File: config.mk
export PLATFORM = sky130hd
export DESIGN_NAME = nvpl_cmd
export DESIGN_NICKNAME = d
export VERILOG_FILES = /design/src/logic/nvpl_pkg.sv /design/src/logic/nvpl_sum_acc.sv /design/src/logic/nvpl_cmd.sv
export SDC_FILE = /design/constraint.sdc
export NUM_CORES = 1
export LEC_CHECK = 0
export BUFFER_PORTS_ARGS = -buffer_cell sky130_fd_sc_hd__buf_2
export CAP_MARGIN = 15
export CORE_UTILIZATION = 35
export CTS_BUF_LIST = sky130_fd_sc_hd__clkbuf_4 sky130_fd_sc_hd__clkbuf_8 sky130_fd_sc_hd__clkbuf_16
export DETAILED_ROUTE_END_ITERATION = 10
export PLACE_DENSITY = 0.63
export SLEW_MARGIN = 20
export SYNTH_ARGS = -nofsm -noshare
export SYNTH_HDL_FRONTEND = slang
export SYNTH_SLANG_ARGS = --single-unit
File: constraint.sdc
create_clock -name clk -period 7.15 [get_ports clk]
set_clock_uncertainty 0.15 [all_clocks]
set_input_delay 0.715 -clock clk [delete_from_list [all_inputs] [get_ports clk]]
set_output_delay 0.715 -clock clk [all_outputs]
set_load 0.005 [all_outputs]
File: src/logic/nvpl_pkg.sv
package nvpl_pkg;

   // ======================================================================
   // Object subindex selectors
   // ======================================================================
   localparam logic [1:0] NVPL_SI_COMMAND  = 2'h1;   // Command subindex
   localparam logic [1:0] NVPL_SI_STATUS   = 2'h2;   // Status subindex
   localparam logic [1:0] NVPL_SI_RESPONSE = 2'h3;   // Response subindex

   // ======================================================================
   // Load key, byte 0 in the low lane
   // ======================================================================
   localparam logic [7:0] NVPL_KEY_B0 = 8'h6C;
   localparam logic [7:0] NVPL_KEY_B1 = 8'h6F;
   localparam logic [7:0] NVPL_KEY_B2 = 8'h61;
   localparam logic [7:0] NVPL_KEY_B3 = 8'h64;

   // ======================================================================
   // Status codes
   // ======================================================================
   localparam logic [7:0] NVPL_ST_OK_NORESP = 8'h00;  // Load done, no error
   localparam logic [7:0] NVPL_ST_IDLE      = 8'h00;  // Checksum never started
   localparam logic [7:0] NVPL_ST_OK_REPLY  = 8'h01;  // Checksum done, result
   localparam logic [7:0] NVPL_ST_ERROR     = 8'h02;  // Done with error
   localparam logic [7:0] NVPL_ST_BUSY      = 8'hFF;  // Executing

   // ======================================================================
   // Checksum command bit positions
   // ======================================================================
   localparam int NVPL_BIT_DEFAULT = 0;   // Default algorithm / nv supported
   localparam int NVPL_BIT_SEL1    = 1;   // Second bit of selection range
   localparam int NVPL_BIT_OTHER   = 7;   // Other algorithm

   // ======================================================================
   // Carriers
   // ======================================================================
   // Host access to one subindex of one object
   typedef struct packed {
      logic        wr;      // Write strobe, one cycle
      logic        rd;      // Read strobe, one cycle
      logic        csum;    // 1 = checksum object, 0 = load object
      logic [1:0]  si;      // Subindex
      logic [31:0] wdata;   // Write bytes, byte 0 in bits 7:0
   } nvpl_req_t;

   // Storage read port toward the parameter memory
   typedef struct packed {
      logic        req;     // Word request, one cycle
      logic [7:0]  addr;    // Word index
   } nvpl_mem_req_t;

endpackage : nvpl_pkg

File: src/logic/nvpl_sum_acc.sv
`timescale 1ns/1ps
module nvpl_sum_acc
   import nvpl_pkg::*;
#(
   parameter int W = 32
) (
   input  wire logic         clk,
   input  wire logic         sys_rst,
   input  wire logic         clear,
   input  wire logic         add_en,
   input  wire logic         alt_alg,
   input  wire logic [W-1:0] word,
   output logic      [W-1:0] sum
);

   // Width check, the rotate needs two bits at least
   if (W < 2) begin : g_bad_width
      $error("W below 2");
   end

   // ======================================================================
   // Accumulator
   // ======================================================================
   logic [W-1:0] sum_reg;   // Running checksum

   // Default: additive; other: rotate then xor
   always_ff @(posedge clk or posedge sys_rst) begin
      if (sys_rst) begin
         sum_reg <= '0;
      end else if (clear) begin
         sum_reg <= '0;
      end else if (add_en) begin
         if (alt_alg) begin
            sum_reg <= {sum_reg[W-2:0], sum_reg[W-1]} ^ word;
         end else begin
            sum_reg <= sum_reg + word;
         end
      end
   end

   assign sum = sum_reg;

endmodule : nvpl_sum_acc

File: src/logic/nvpl_cmd.sv
`timescale 1ns/1ps
// Contract
// - Matching load key reloads non-volatile parameters
// - Auto-save device completes load without action
// - Load status 0 ok, 2 error, 255 busy
// - Response byte 0 copies status
// - Checksum covers stored, not working, parameters
// - Command read returns capability bits 0, 7
// - Command write selects algorithm, starts checksum
// - Checksum status 0 idle, 1, 2, 255
// - Response: status, zero, four checksum bytes
module nvpl_cmd
   import nvpl_pkg::*;
#(
   parameter int NV_WORDS  = 16,   // Stored parameter words
   parameter bit AUTO_SAVE = 1'b0, // Device saves on every write
   parameter bit NV_SUPP   = 1'b1, // Non-volatile parameters present
   parameter bit ALT_SUPP  = 1'b1  // Other algorithm offered
) (
   input  wire logic          clk,
   input  wire logic          sys_rst,
   input  wire nvpl_req_t     req,
   output logic      [47:0]   rdata,
   output logic               rvalid,
   output nvpl_mem_req_t      mem_req,
   input  wire logic          mem_ack,
   input  wire logic [31:0]   mem_word,
   output logic               reload_req,
   input  wire logic          reload_done,
   input  wire logic          reload_err
);

   // Parameter range check, word index is eight bits
   if (NV_WORDS < 1 || NV_WORDS > 256) begin : g_bad_words
      $error("NV_WORDS out of range");
   end

   // ======================================================================
   // State
   // ======================================================================
   typedef enum logic [1:0] {NVPL_L_IDLE, NVPL_L_WAIT} nvpl_lstate_t;
   typedef enum logic [1:0] {NVPL_C_IDLE, NVPL_C_REQ, NVPL_C_WAIT} nvpl_cstate_t;

   nvpl_lstate_t lstate_reg;        // Load sequencer
   nvpl_cstate_t cstate_reg;        // Checksum sequencer
   logic [7:0]   lstat_reg;         // Load status
   logic [7:0]   cstat_reg;         // Checksum status
   logic [31:0]  lcmd_reg;          // Last load command bytes
   logic [7:0]   addr_reg;          // Storage word index
   logic [31:0]  result_reg;        // Latched checksum
   logic         reload_reg;        // Reload request pulse
   logic [47:0]  rdata_reg;         // Read data
   logic         rvalid_reg;        // Read answer strobe
   logic         sel_alt_reg;       // Other algorithm chosen
   logic [31:0]  acc_sum;           // Accumulator output
   logic         acc_clear;         // Accumulator restart
   logic         acc_add;           // Accumulate one word

   // Decoded writes
   logic load_wr;
   logic csum_wr;
   logic key_ok;
   logic sel_ok;
   logic last_word;

   assign load_wr   = req.wr && !req.csum && (req.si == NVPL_SI_COMMAND);
   assign csum_wr   = req.wr && req.csum && (req.si == NVPL_SI_COMMAND);
   assign key_ok    = (req.wdata == {NVPL_KEY_B3, NVPL_KEY_B2, NVPL_KEY_B1, NVPL_KEY_B0});
   // Exactly one of the selection bits, and a supported one
   assign sel_ok    = (req.wdata[NVPL_BIT_DEFAULT] ^ req.wdata[NVPL_BIT_OTHER])
                      && !req.wdata[NVPL_BIT_SEL1]
                      && (!req.wdata[NVPL_BIT_OTHER] || ALT_SUPP) && NV_SUPP;
   assign last_word = (addr_reg == 8'(NV_WORDS - 1));

   // ======================================================================
   // Load command
   // ======================================================================
   // Key check, reload request and status tracking
   always_ff @(posedge clk or posedge sys_rst) begin
      if (sys_rst) begin
         lstate_reg <= NVPL_L_IDLE;
         lstat_reg  <= NVPL_ST_OK_NORESP;
         lcmd_reg   <= '0;
         reload_reg <= 1'b0;
      end else begin
         reload_reg <= 1'b0;
         case (lstate_reg)
            NVPL_L_IDLE: begin
               if (load_wr) begin
                  lcmd_reg <= req.wdata;
                  if (!key_ok) begin
                     lstat_reg <= NVPL_ST_ERROR;
                  end else if (AUTO_SAVE) begin
                     lstat_reg <= NVPL_ST_OK_NORESP;
                  end else begin
                     reload_reg <= 1'b1;
                     lstat_reg  <= NVPL_ST_BUSY;
                     lstate_reg <= NVPL_L_WAIT;
                  end
               end
            end
            NVPL_L_WAIT: begin
               if (reload_done) begin
                  lstat_reg  <= reload_err ? NVPL_ST_ERROR : NVPL_ST_OK_NORESP;
                  lstate_reg <= NVPL_L_IDLE;
               end
            end
            default: lstate_reg <= NVPL_L_IDLE;
         endcase
      end
   end

   assign reload_req = reload_reg;

   // ======================================================================
   // Checksum command
   // ======================================================================
   // Walks stored words; writes while busy are ignored
   always_ff @(posedge clk or posedge sys_rst) begin
      if (sys_rst) begin
         cstate_reg  <= NVPL_C_IDLE;
         cstat_reg   <= NVPL_ST_IDLE;
         addr_reg    <= '0;
         result_reg  <= '0;
         sel_alt_reg <= 1'b0;
      end else begin
         case (cstate_reg)
            NVPL_C_IDLE: begin
               if (csum_wr) begin
                  if (!sel_ok) begin
                     cstat_reg <= NVPL_ST_ERROR;
                  end else begin
                     sel_alt_reg <= req.wdata[NVPL_BIT_OTHER];
                     addr_reg    <= '0;
                     cstat_reg   <= NVPL_ST_BUSY;
                     cstate_reg  <= NVPL_C_REQ;
                  end
               end
            end
            NVPL_C_REQ: begin
               cstate_reg <= NVPL_C_WAIT;
            end
            NVPL_C_WAIT: begin
               if (mem_ack) begin
                  if (last_word) begin
                     result_reg <= (sel_alt_reg ? {acc_sum[30:0], acc_sum[31]} ^ mem_word
                                                : acc_sum + mem_word);
                     cstat_reg  <= NVPL_ST_OK_REPLY;
                     cstate_reg <= NVPL_C_IDLE;
                  end else begin
                     addr_reg   <= addr_reg + 8'h01;
                     cstate_reg <= NVPL_C_REQ;
                  end
               end
            end
            default: cstate_reg <= NVPL_C_IDLE;
         endcase
      end
   end

   assign acc_clear = csum_wr && (cstate_reg == NVPL_C_IDLE);
   assign acc_add   = (cstate_reg == NVPL_C_WAIT) && mem_ack;
   assign mem_req.req  = (cstate_reg == NVPL_C_REQ);
   assign mem_req.addr = addr_reg;

   nvpl_sum_acc #(
      .W       (32)
   ) u_acc (
      .clk     (clk),
      .sys_rst (sys_rst),
      .clear   (acc_clear),
      .add_en  (acc_add),
      .alt_alg (sel_alt_reg),
      .word    (mem_word),
      .sum     (acc_sum)
   );

   // ======================================================================
   // Read path
   // ======================================================================
   // Answer one cycle after the read strobe
   always_ff @(posedge clk or posedge sys_rst) begin
      if (sys_rst) begin
         rdata_reg  <= '0;
         rvalid_reg <= 1'b0;
      end else begin
         rvalid_reg <= req.rd;
         if (req.rd) begin
            rdata_reg <= '0;
            if (req.csum) begin
               case (req.si)
                  NVPL_SI_COMMAND:  rdata_reg[7:0] <= {ALT_SUPP, 6'h00, NV_SUPP};
                  NVPL_SI_STATUS:   rdata_reg[7:0] <= cstat_reg;
                  NVPL_SI_RESPONSE: rdata_reg <= {result_reg, 8'h00, cstat_reg};
                  default:          rdata_reg <= '0;
               endcase
            end else begin
               case (req.si)
                  NVPL_SI_COMMAND:  rdata_reg[31:0] <= lcmd_reg;
                  NVPL_SI_STATUS:   rdata_reg[7:0]  <= lstat_reg;
                  NVPL_SI_RESPONSE: rdata_reg[7:0]  <= lstat_reg;
                  default:          rdata_reg <= '0;
               endcase
            end
         end
      end
   end

   assign rdata  = rdata_reg;
   assign rvalid = rvalid_reg;

   // ======================================================================
   // Checks
   // ======================================================================
   property p_load_key;
      @(posedge clk) disable iff (sys_rst)
      (load_wr && key_ok && !AUTO_SAVE && lstate_reg == NVPL_L_IDLE) |=> reload_req;
   endproperty
   a_load_key: assert property (p_load_key) else $error("key did not start reload");

   property p_bad_key;
      @(posedge clk) disable iff (sys_rst)
      (load_wr && !key_ok && lstate_reg == NVPL_L_IDLE) |=> !reload_req && lstat_reg == NVPL_ST_ERROR;
   endproperty
   a_bad_key: assert property (p_bad_key) else $error("bad key not refused");

   property p_load_codes;
      @(posedge clk) disable iff (sys_rst)
      lstat_reg == NVPL_ST_OK_NORESP || lstat_reg == NVPL_ST_ERROR || lstat_reg == NVPL_ST_BUSY;
   endproperty
   a_load_codes: assert property (p_load_codes) else $error("reserved load status");

   property p_busy_wait;
      @(posedge clk) disable iff (sys_rst)
      (lstate_reg == NVPL_L_WAIT) |-> lstat_reg == NVPL_ST_BUSY;
   endproperty
   a_busy_wait: assert property (p_busy_wait) else $error("load busy code lost");

   property p_resp_copy;
      @(posedge clk) disable iff (sys_rst)
      (req.rd && req.si == NVPL_SI_RESPONSE)
         |=> rdata[7:0] == ($past(req.csum) ? $past(cstat_reg) : $past(lstat_reg));
   endproperty
   a_resp_copy: assert property (p_resp_copy) else $error("response byte 0 differs");

   property p_resp_zero;
      @(posedge clk) disable iff (sys_rst)
      (req.rd && req.csum && req.si == NVPL_SI_RESPONSE) |=> rdata[15:8] == 8'h00;
   endproperty
   a_resp_zero: assert property (p_resp_zero) else $error("response byte 1 not zero");

   property p_start;
      @(posedge clk) disable iff (sys_rst)
      (csum_wr && sel_ok && cstate_reg == NVPL_C_IDLE)
         |=> cstat_reg == NVPL_ST_BUSY && mem_req.req && mem_req.addr == 8'h00;
   endproperty
   a_start: assert property (p_start) else $error("checksum did not start");

   property p_csum_busy;
      @(posedge clk) disable iff (sys_rst)
      (cstate_reg != NVPL_C_IDLE) |-> cstat_reg == NVPL_ST_BUSY;
   endproperty
   a_csum_busy: assert property (p_csum_busy) else $error("checksum busy code lost");

   property p_autosave;
      @(posedge clk) disable iff (sys_rst)
      (load_wr && key_ok && AUTO_SAVE && lstate_reg == NVPL_L_IDLE)
         |=> !reload_req && lstat_reg == NVPL_ST_OK_NORESP;
   endproperty
   a_autosave: assert property (p_autosave) else $error("auto-save load not immediate");

   property p_cap_read;
      @(posedge clk) disable iff (sys_rst)
      (req.rd && req.csum && req.si == NVPL_SI_COMMAND)
         |=> rdata[NVPL_BIT_DEFAULT] == NV_SUPP && rdata[NVPL_BIT_OTHER] == ALT_SUPP;
   endproperty
   a_cap_read: assert property (p_cap_read) else $error("capability flags wrong");

   property p_bad_sel;
      @(posedge clk) disable iff (sys_rst)
      (csum_wr && !sel_ok && cstate_reg == NVPL_C_IDLE) |=> cstat_reg == NVPL_ST_ERROR && !mem_req.req;
   endproperty
   a_bad_sel: assert property (p_bad_sel) else $error("bad selection not refused");

   property p_csum_done;
      @(posedge clk) disable iff (sys_rst)
      (cstate_reg == NVPL_C_WAIT && mem_ack && last_word)
         |=> cstat_reg == NVPL_ST_OK_REPLY && cstate_reg == NVPL_C_IDLE;
   endproperty
   a_csum_done: assert property (p_csum_done) else $error("checksum did not finish");

   property p_csum_codes;
      @(posedge clk) disable iff (sys_rst)
      cstat_reg == NVPL_ST_IDLE || cstat_reg == NVPL_ST_OK_REPLY || cstat_reg == NVPL_ST_ERROR
         || cstat_reg == NVPL_ST_BUSY;
   endproperty
   a_csum_codes: assert property (p_csum_codes) else $error("reserved checksum status");

endmodule : nvpl_cmd

# == After elaboration in Yosys (flattened, before gate mapping) ==
# Cells that the tools add are included.
# W data, S select, Z words.
# word_totals
register_bits,175
# op_classes
bitwise_logic,2
muxes,35
n_eq_ne,16
add_sub_neg,2
n_reduce_logical,23
# op_table
operator,n
$mux W32,3
$mux W8,11
$pmux W8 S2,5
$mux W48,1
$mux W40,1
$add A32 B32 Y32,1
$eq A32 B31 Y1 const B,1
$xor A32 B32 Y32,1
$mux W24,1
$ne A2 B2 Y1 const B,8
$reduce_and A3 Y1,5
$mux W2,7
$add A8 B1 Y8 const B,1
$eq A8 B4 Y1 const B,1
$logic_and A1 B1 Y1,7
$eq A2 B1 Y1 const B,3
$eq A2 B2 Y1 const B,3
$pmux W2 S3,1
$reduce_bool A2 Y1,3
$reduce_and A5 Y1,1
$logic_not A2 Y1,2
$mux W1,4
$pmux W2 S2,1
$reduce_and A4 Y1,1
other kinds (4),5

# == Depth between registers and ports, before layout ==
# logic_depth
word_depth,5
depth_mapped,11
mapped_depth_nobuf,11

# == Modules after synthesis ==
# From an unflattened synthesis, not the netlist that was laid out.
# unflattened
cells_unflattened,1249
hier_area_um2,10968.0
# by_module_without_submodules
module,seq_area_each_um2,area_each_um2,cells_each,n_inst
nvpl_cmd,3278.1,7405.9,800,1
nvpl_sum_acc,800.8,3562.2,449,1

# == Worst setup path before layout ==
# Ideal clock, no wire load.
# synth_path
kind,input -> register
from,input port mem_word[0]
to,register result_reg[28]
arrival_ps,2813
cell_stages,11
path_buffers,0
t_required_ps,6935
slack_ps,4122
setup_ps,65
path_cell_list,ha_1 -> fa_1 -> a211oi_1 -> o21ai_0 -> nand4_1 -> a21boi_1 -> o2111ai_1 -> a21oi_1 -> o21a_1 -> o31ai_1 -> mux2_2
# synth_between
elab_chain_cells,2
# synth_rtl
item,line,rtl
from (decl),nvpl_cmd.sv:27,"input wire logic [31:0] mem_word,"
$add A32 B32 Y32,nvpl_cmd.sv:147,: acc_sum + mem_word);
$mux W32,nvpl_cmd.sv:146,"result_reg <= (sel_alt_reg ? {acc_sum[30:0], acc_sum[31]} ^ mem_word"
to (signal assigned),nvpl_cmd.sv:146,
to (decl),nvpl_cmd.sv:50,logic [31:0] result_reg;
# Every way passes these cells.
# A chain may end at the register's enable or synchronous reset.

# == Worst setup path in the final report ==
# layout_path
from,register u_acc.sum_reg[0] (netlist: u_acc.sum[0])
to,register result_reg[28]
# layout_between
elab_chain_cells,2
# layout_rtl
item,line,rtl
from (decl),nvpl_sum_acc.sv:24,logic [W-1:0] sum_reg;
from (signal assigned),nvpl_sum_acc.sv:34,"sum_reg <= {sum_reg[W-2:0], sum_reg[W-1]} ^ word;"
from (signal assigned),nvpl_sum_acc.sv:36,sum_reg <= sum_reg + word;
$add A32 B32 Y32,nvpl_cmd.sv:147,
$mux W32,nvpl_cmd.sv:146,
# Every way passes these cells.

==> summary.txt <==
Power
  • Maximum VDD drop: 0.000173 V
  • Power per cell area: 338 nW/um2
  • Pleak: 5.03 nW

Worst setup path
  • Crit-path cells: ha_1 > fa_1 > a211oi_1 > o21ai_0 > nand4_1 > a21boi_1 > o2111ai_1 > a21oi_1 > o21a_1 > o31ai_1 > mux2_2
  • Reg2reg start: u_acc.sum[0]
  • Setup Crit Path Kind: flop to flop
  • Reg2Reg Depth: 11
  • Max incr delay on CP: 0.43 ns
  • R2r setup slk: 4.01 ns
  • CP Capture Type: flop
  • Worst Setup Start Kind: flop
  • Crit-path leading delay family: compound AO/OA/AOI/OAI gates
  • Cell with the largest stage delay on the worst path: fa_1
  • WP data required: 7.37 ns
  • R2R Path End: result_reg[28]
  • Crit Path Max Fanout: 5
  • Crit path DAT: 3.36 ns
  • Worst path bufs/invs: 0

Job
  • # Max-Cap Violations: 0

Place
  • Pre-CTS WS: 3.56 ns
  • Inst Count DP: 1275
  • Port bufs: 132
  • Dpl cell area: 9660 um2
  • Routability cong.: 0.852
  • DP Wirelength: 16500 um

Timing
  • Post-layout minimum cycle time: 3.14 ns
  • Fin. max-slew vios: 0
  • RSZ-0062 raised after global routing: no
  • Worst Setup Slack, final: 4.01 ns
  • Final Hold Viols: 0
  • Post-route setup TNS: 0 ns
  • Peak Freq: 0.318 GHz
  • Final Setup Violations: 0
  • Slew HR: 30.8%
  • Final worst path period share: 43.9%
  • Least-Margin Pin Slew: 1.04 ns

GRT
  • Pin count of the biggest net entering global routing: 93
  • Initial antenna violation count: 1
  • Global-route wire length before repair: 37500 um
  • GRT Resource Usage Total: 18.7%
  • Number of global-route vias before repair: 6766
  • Grt ovf: 0

Synth
  • Cell area after synthesis: 8680 um2
  • Synth warnings: 0
  • Post-synthesis sequential area ratio: 47.0%
  • Top cell type's share of synthesized area: 47.0%
  • Post-Synthesis Cells: 852
  • Syn_nets: 959
  • Seq cells post-synth: 163
  • Post-synth cell types: 67
  • Synth top area cells: dfrtp_1, mux2_2, ha_1, nand2_1, xnor2_1
  • Top_reg_cell synth: dfrtp_1
  • Leading area contributor after synthesis: dfrtp_1
  • Number of synthesized flops with an enable pin: 0
  • Avg Synthesized Cell Area: 10.2 um2
  • Synth async-reset ratio: 100%

Clock tree
  • TritonCTS Buffers: 17
  • Hold-fix buffers, CTS: 0
  • CTS Buffer Depth: 2
  • Post-CTS resize count: 0
  • H-tree level count: 4
  • CTS Sinks: 163
  • Post-CTS setup buffer count: 0
  • CTS root buf: clkbuf_16
  • TritonCTS clock tree: yes
  • Worst-Skew Late Latency: 0.43 ns
  • Clock slew at reported path FFs: 0.07 ns

Cells and area
  • Cell area after layout: 10300 um2
  • Fin util: 42.3%
  • Share of cells above drive strength 1: 23.8%
  • Max reg flops: 48
  • Fin nets: 1077
  • Finished Layout Cells: 1308
  • Area grow syn2layout: 18.5%

Detailed routing
  • TritonRoute pass-1 iters: 5
  • DRC errors left: 0
  • Total number of vias: 6935
  • Mean number of vias per cell: 5.30
  • Post-DRT Antenna Nets: 0
  • Total wire length: 23100 um
  • Iteration-0 DRC count of the detailed router: 479
  • Post-DR wirelength/cell: 17.7 um

Floorplanning
  • Starting density of the core: 35.7%
  • Core region area: 24300 um2
  • Die height: 159 um
  • Rows: 57
  • Die area: 25400 um2
  • Boundary Pins: 133
  • Die W: 159 um

Outcome
  • Status: finished, final reports clean

Worst hold path
  • Hold Crit Class: input pin to async pin
-- final cells by class --
type                    instances  area (um2)
diodes                          1        2.50
clock buffers                  17         425
clock inverters                15         195
fillers                      2345       14000
inverters                      13        53.8
multi-input cells             632        4380
flip-flops and latches        163        4080
well taps                     324         405
repair buffers                143         743
-- worst max-delay path by stage --
stage / startpoint / end / slack, ns / cells after the start
2_1_floorplan: sys_rst / addr_reg[0] / 1.88 / 1
3_3_place_gp: req[33] / addr_reg[5] / 3.67 / 10
3_5_place_dp: req[33] / addr_reg[7] / 3.56 / 10
4_1_cts: req[33] / addr_reg[7] / 4.05 / 10
5_1_grt: req[33] / addr_reg[7] / 3.80 / 10
6_report: u_acc.sum[0] / result_reg[28] / 4.01 / 11
-- cell families (layout without fill, tap and decap cells) --
logic type / count (synthesis) / after routing / share of synthesized area, %
buffers and inverters: 57 / 188 / 2.58
XOR/XNOR: 60 / 60 / 6.06
flip-flops: 163 / 163 / 47.0
other: 0 / 1 / 0
multiplexers: 48 / 48 / 6.09
AO/OA/AOI/OAI: 233 / 233 / 19.0
AND/OR/NAND/NOR: 258 / 258 / 14.5
adder cells (fa/ha/maj): 33 / 33 / 4.85
-- stage by stage --
step	power (W)	hold slack (ns)
2_1_floorplan	0.00217	0.296
3_3_place_gp	0.00249	0.311
3_5_place_dp	0.00250	0.321
4_1_cts	0.00349	0.335
5_1_grt	0.00371	0.347
6_report	0.00348	0.286
-- cells in the final DEF, fill, tap and decap left out, drive strengths merged, types with 5 or more instances in the layout --
cell type	Yosys	layout
a21o	15	15
dfrtp	163	163
nor3	16	16
o21ai	51	51
and3	11	11
o21a	10	10
nor2b	20	20
a221o	23	23
ha	32	32
a21oi	53	53
xnor2	34	34
nand4	12	12
clkbuf	39	17
mux2i	10	10
o31ai	6	6
nand2	89	89
mux2	38	38
o21bai	5	5
nand3	32	32
buf	5	143
xor2	26	26
nor2	51	51
a22o	33	33
inv	11	18
-- where the power goes --
group	internal, W	switching [W]	leakage (nW)
logic	0.000542	0.000748	2.59
registers	0.00108	0.000136	2.15
clock network	0.000561	0.000412	0.297
total	0.00218	0.00130	5.03
-- synth_stat cells (4+ instances only) --
cell type / number
and2_1: 4
nand4_1: 12
o31ai_1: 5
dfrtp_1: 163
o21ai_0: 50
xnor2_1: 34
a21o_1: 14
nand2_1: 89
o21a_1: 9
o21bai_1: 5
nor2_1: 51
and3_1: 11
clkbuf_1: 38
nor3_1: 15
mux2i_1: 10
xor2_1: 26
ha_1: 32
nand3_1: 32
a221o_1: 23
a22o_1: 33
nor4_1: 4
o2bb2ai_1: 4
nor2b_1: 20
mux2_2: 38
inv_1: 11
a21oi_1: 51
-- metal layers --
| layer | up-vias | share of wire [%] | GRT usage (%) |
|---|---|---|---|
| met5 | - | 0 | 0 |
| met4 | 0 | 1.8 | 5.68 |
| met3 | 28 | 5.2 | 3.78 |
| met2 | 193 | 44 | 28.1 |
| met1 | 3366 | 49 | 26.9 |
| li1 | 3348 | - | - |
Power figures use the tool's default switching activity.
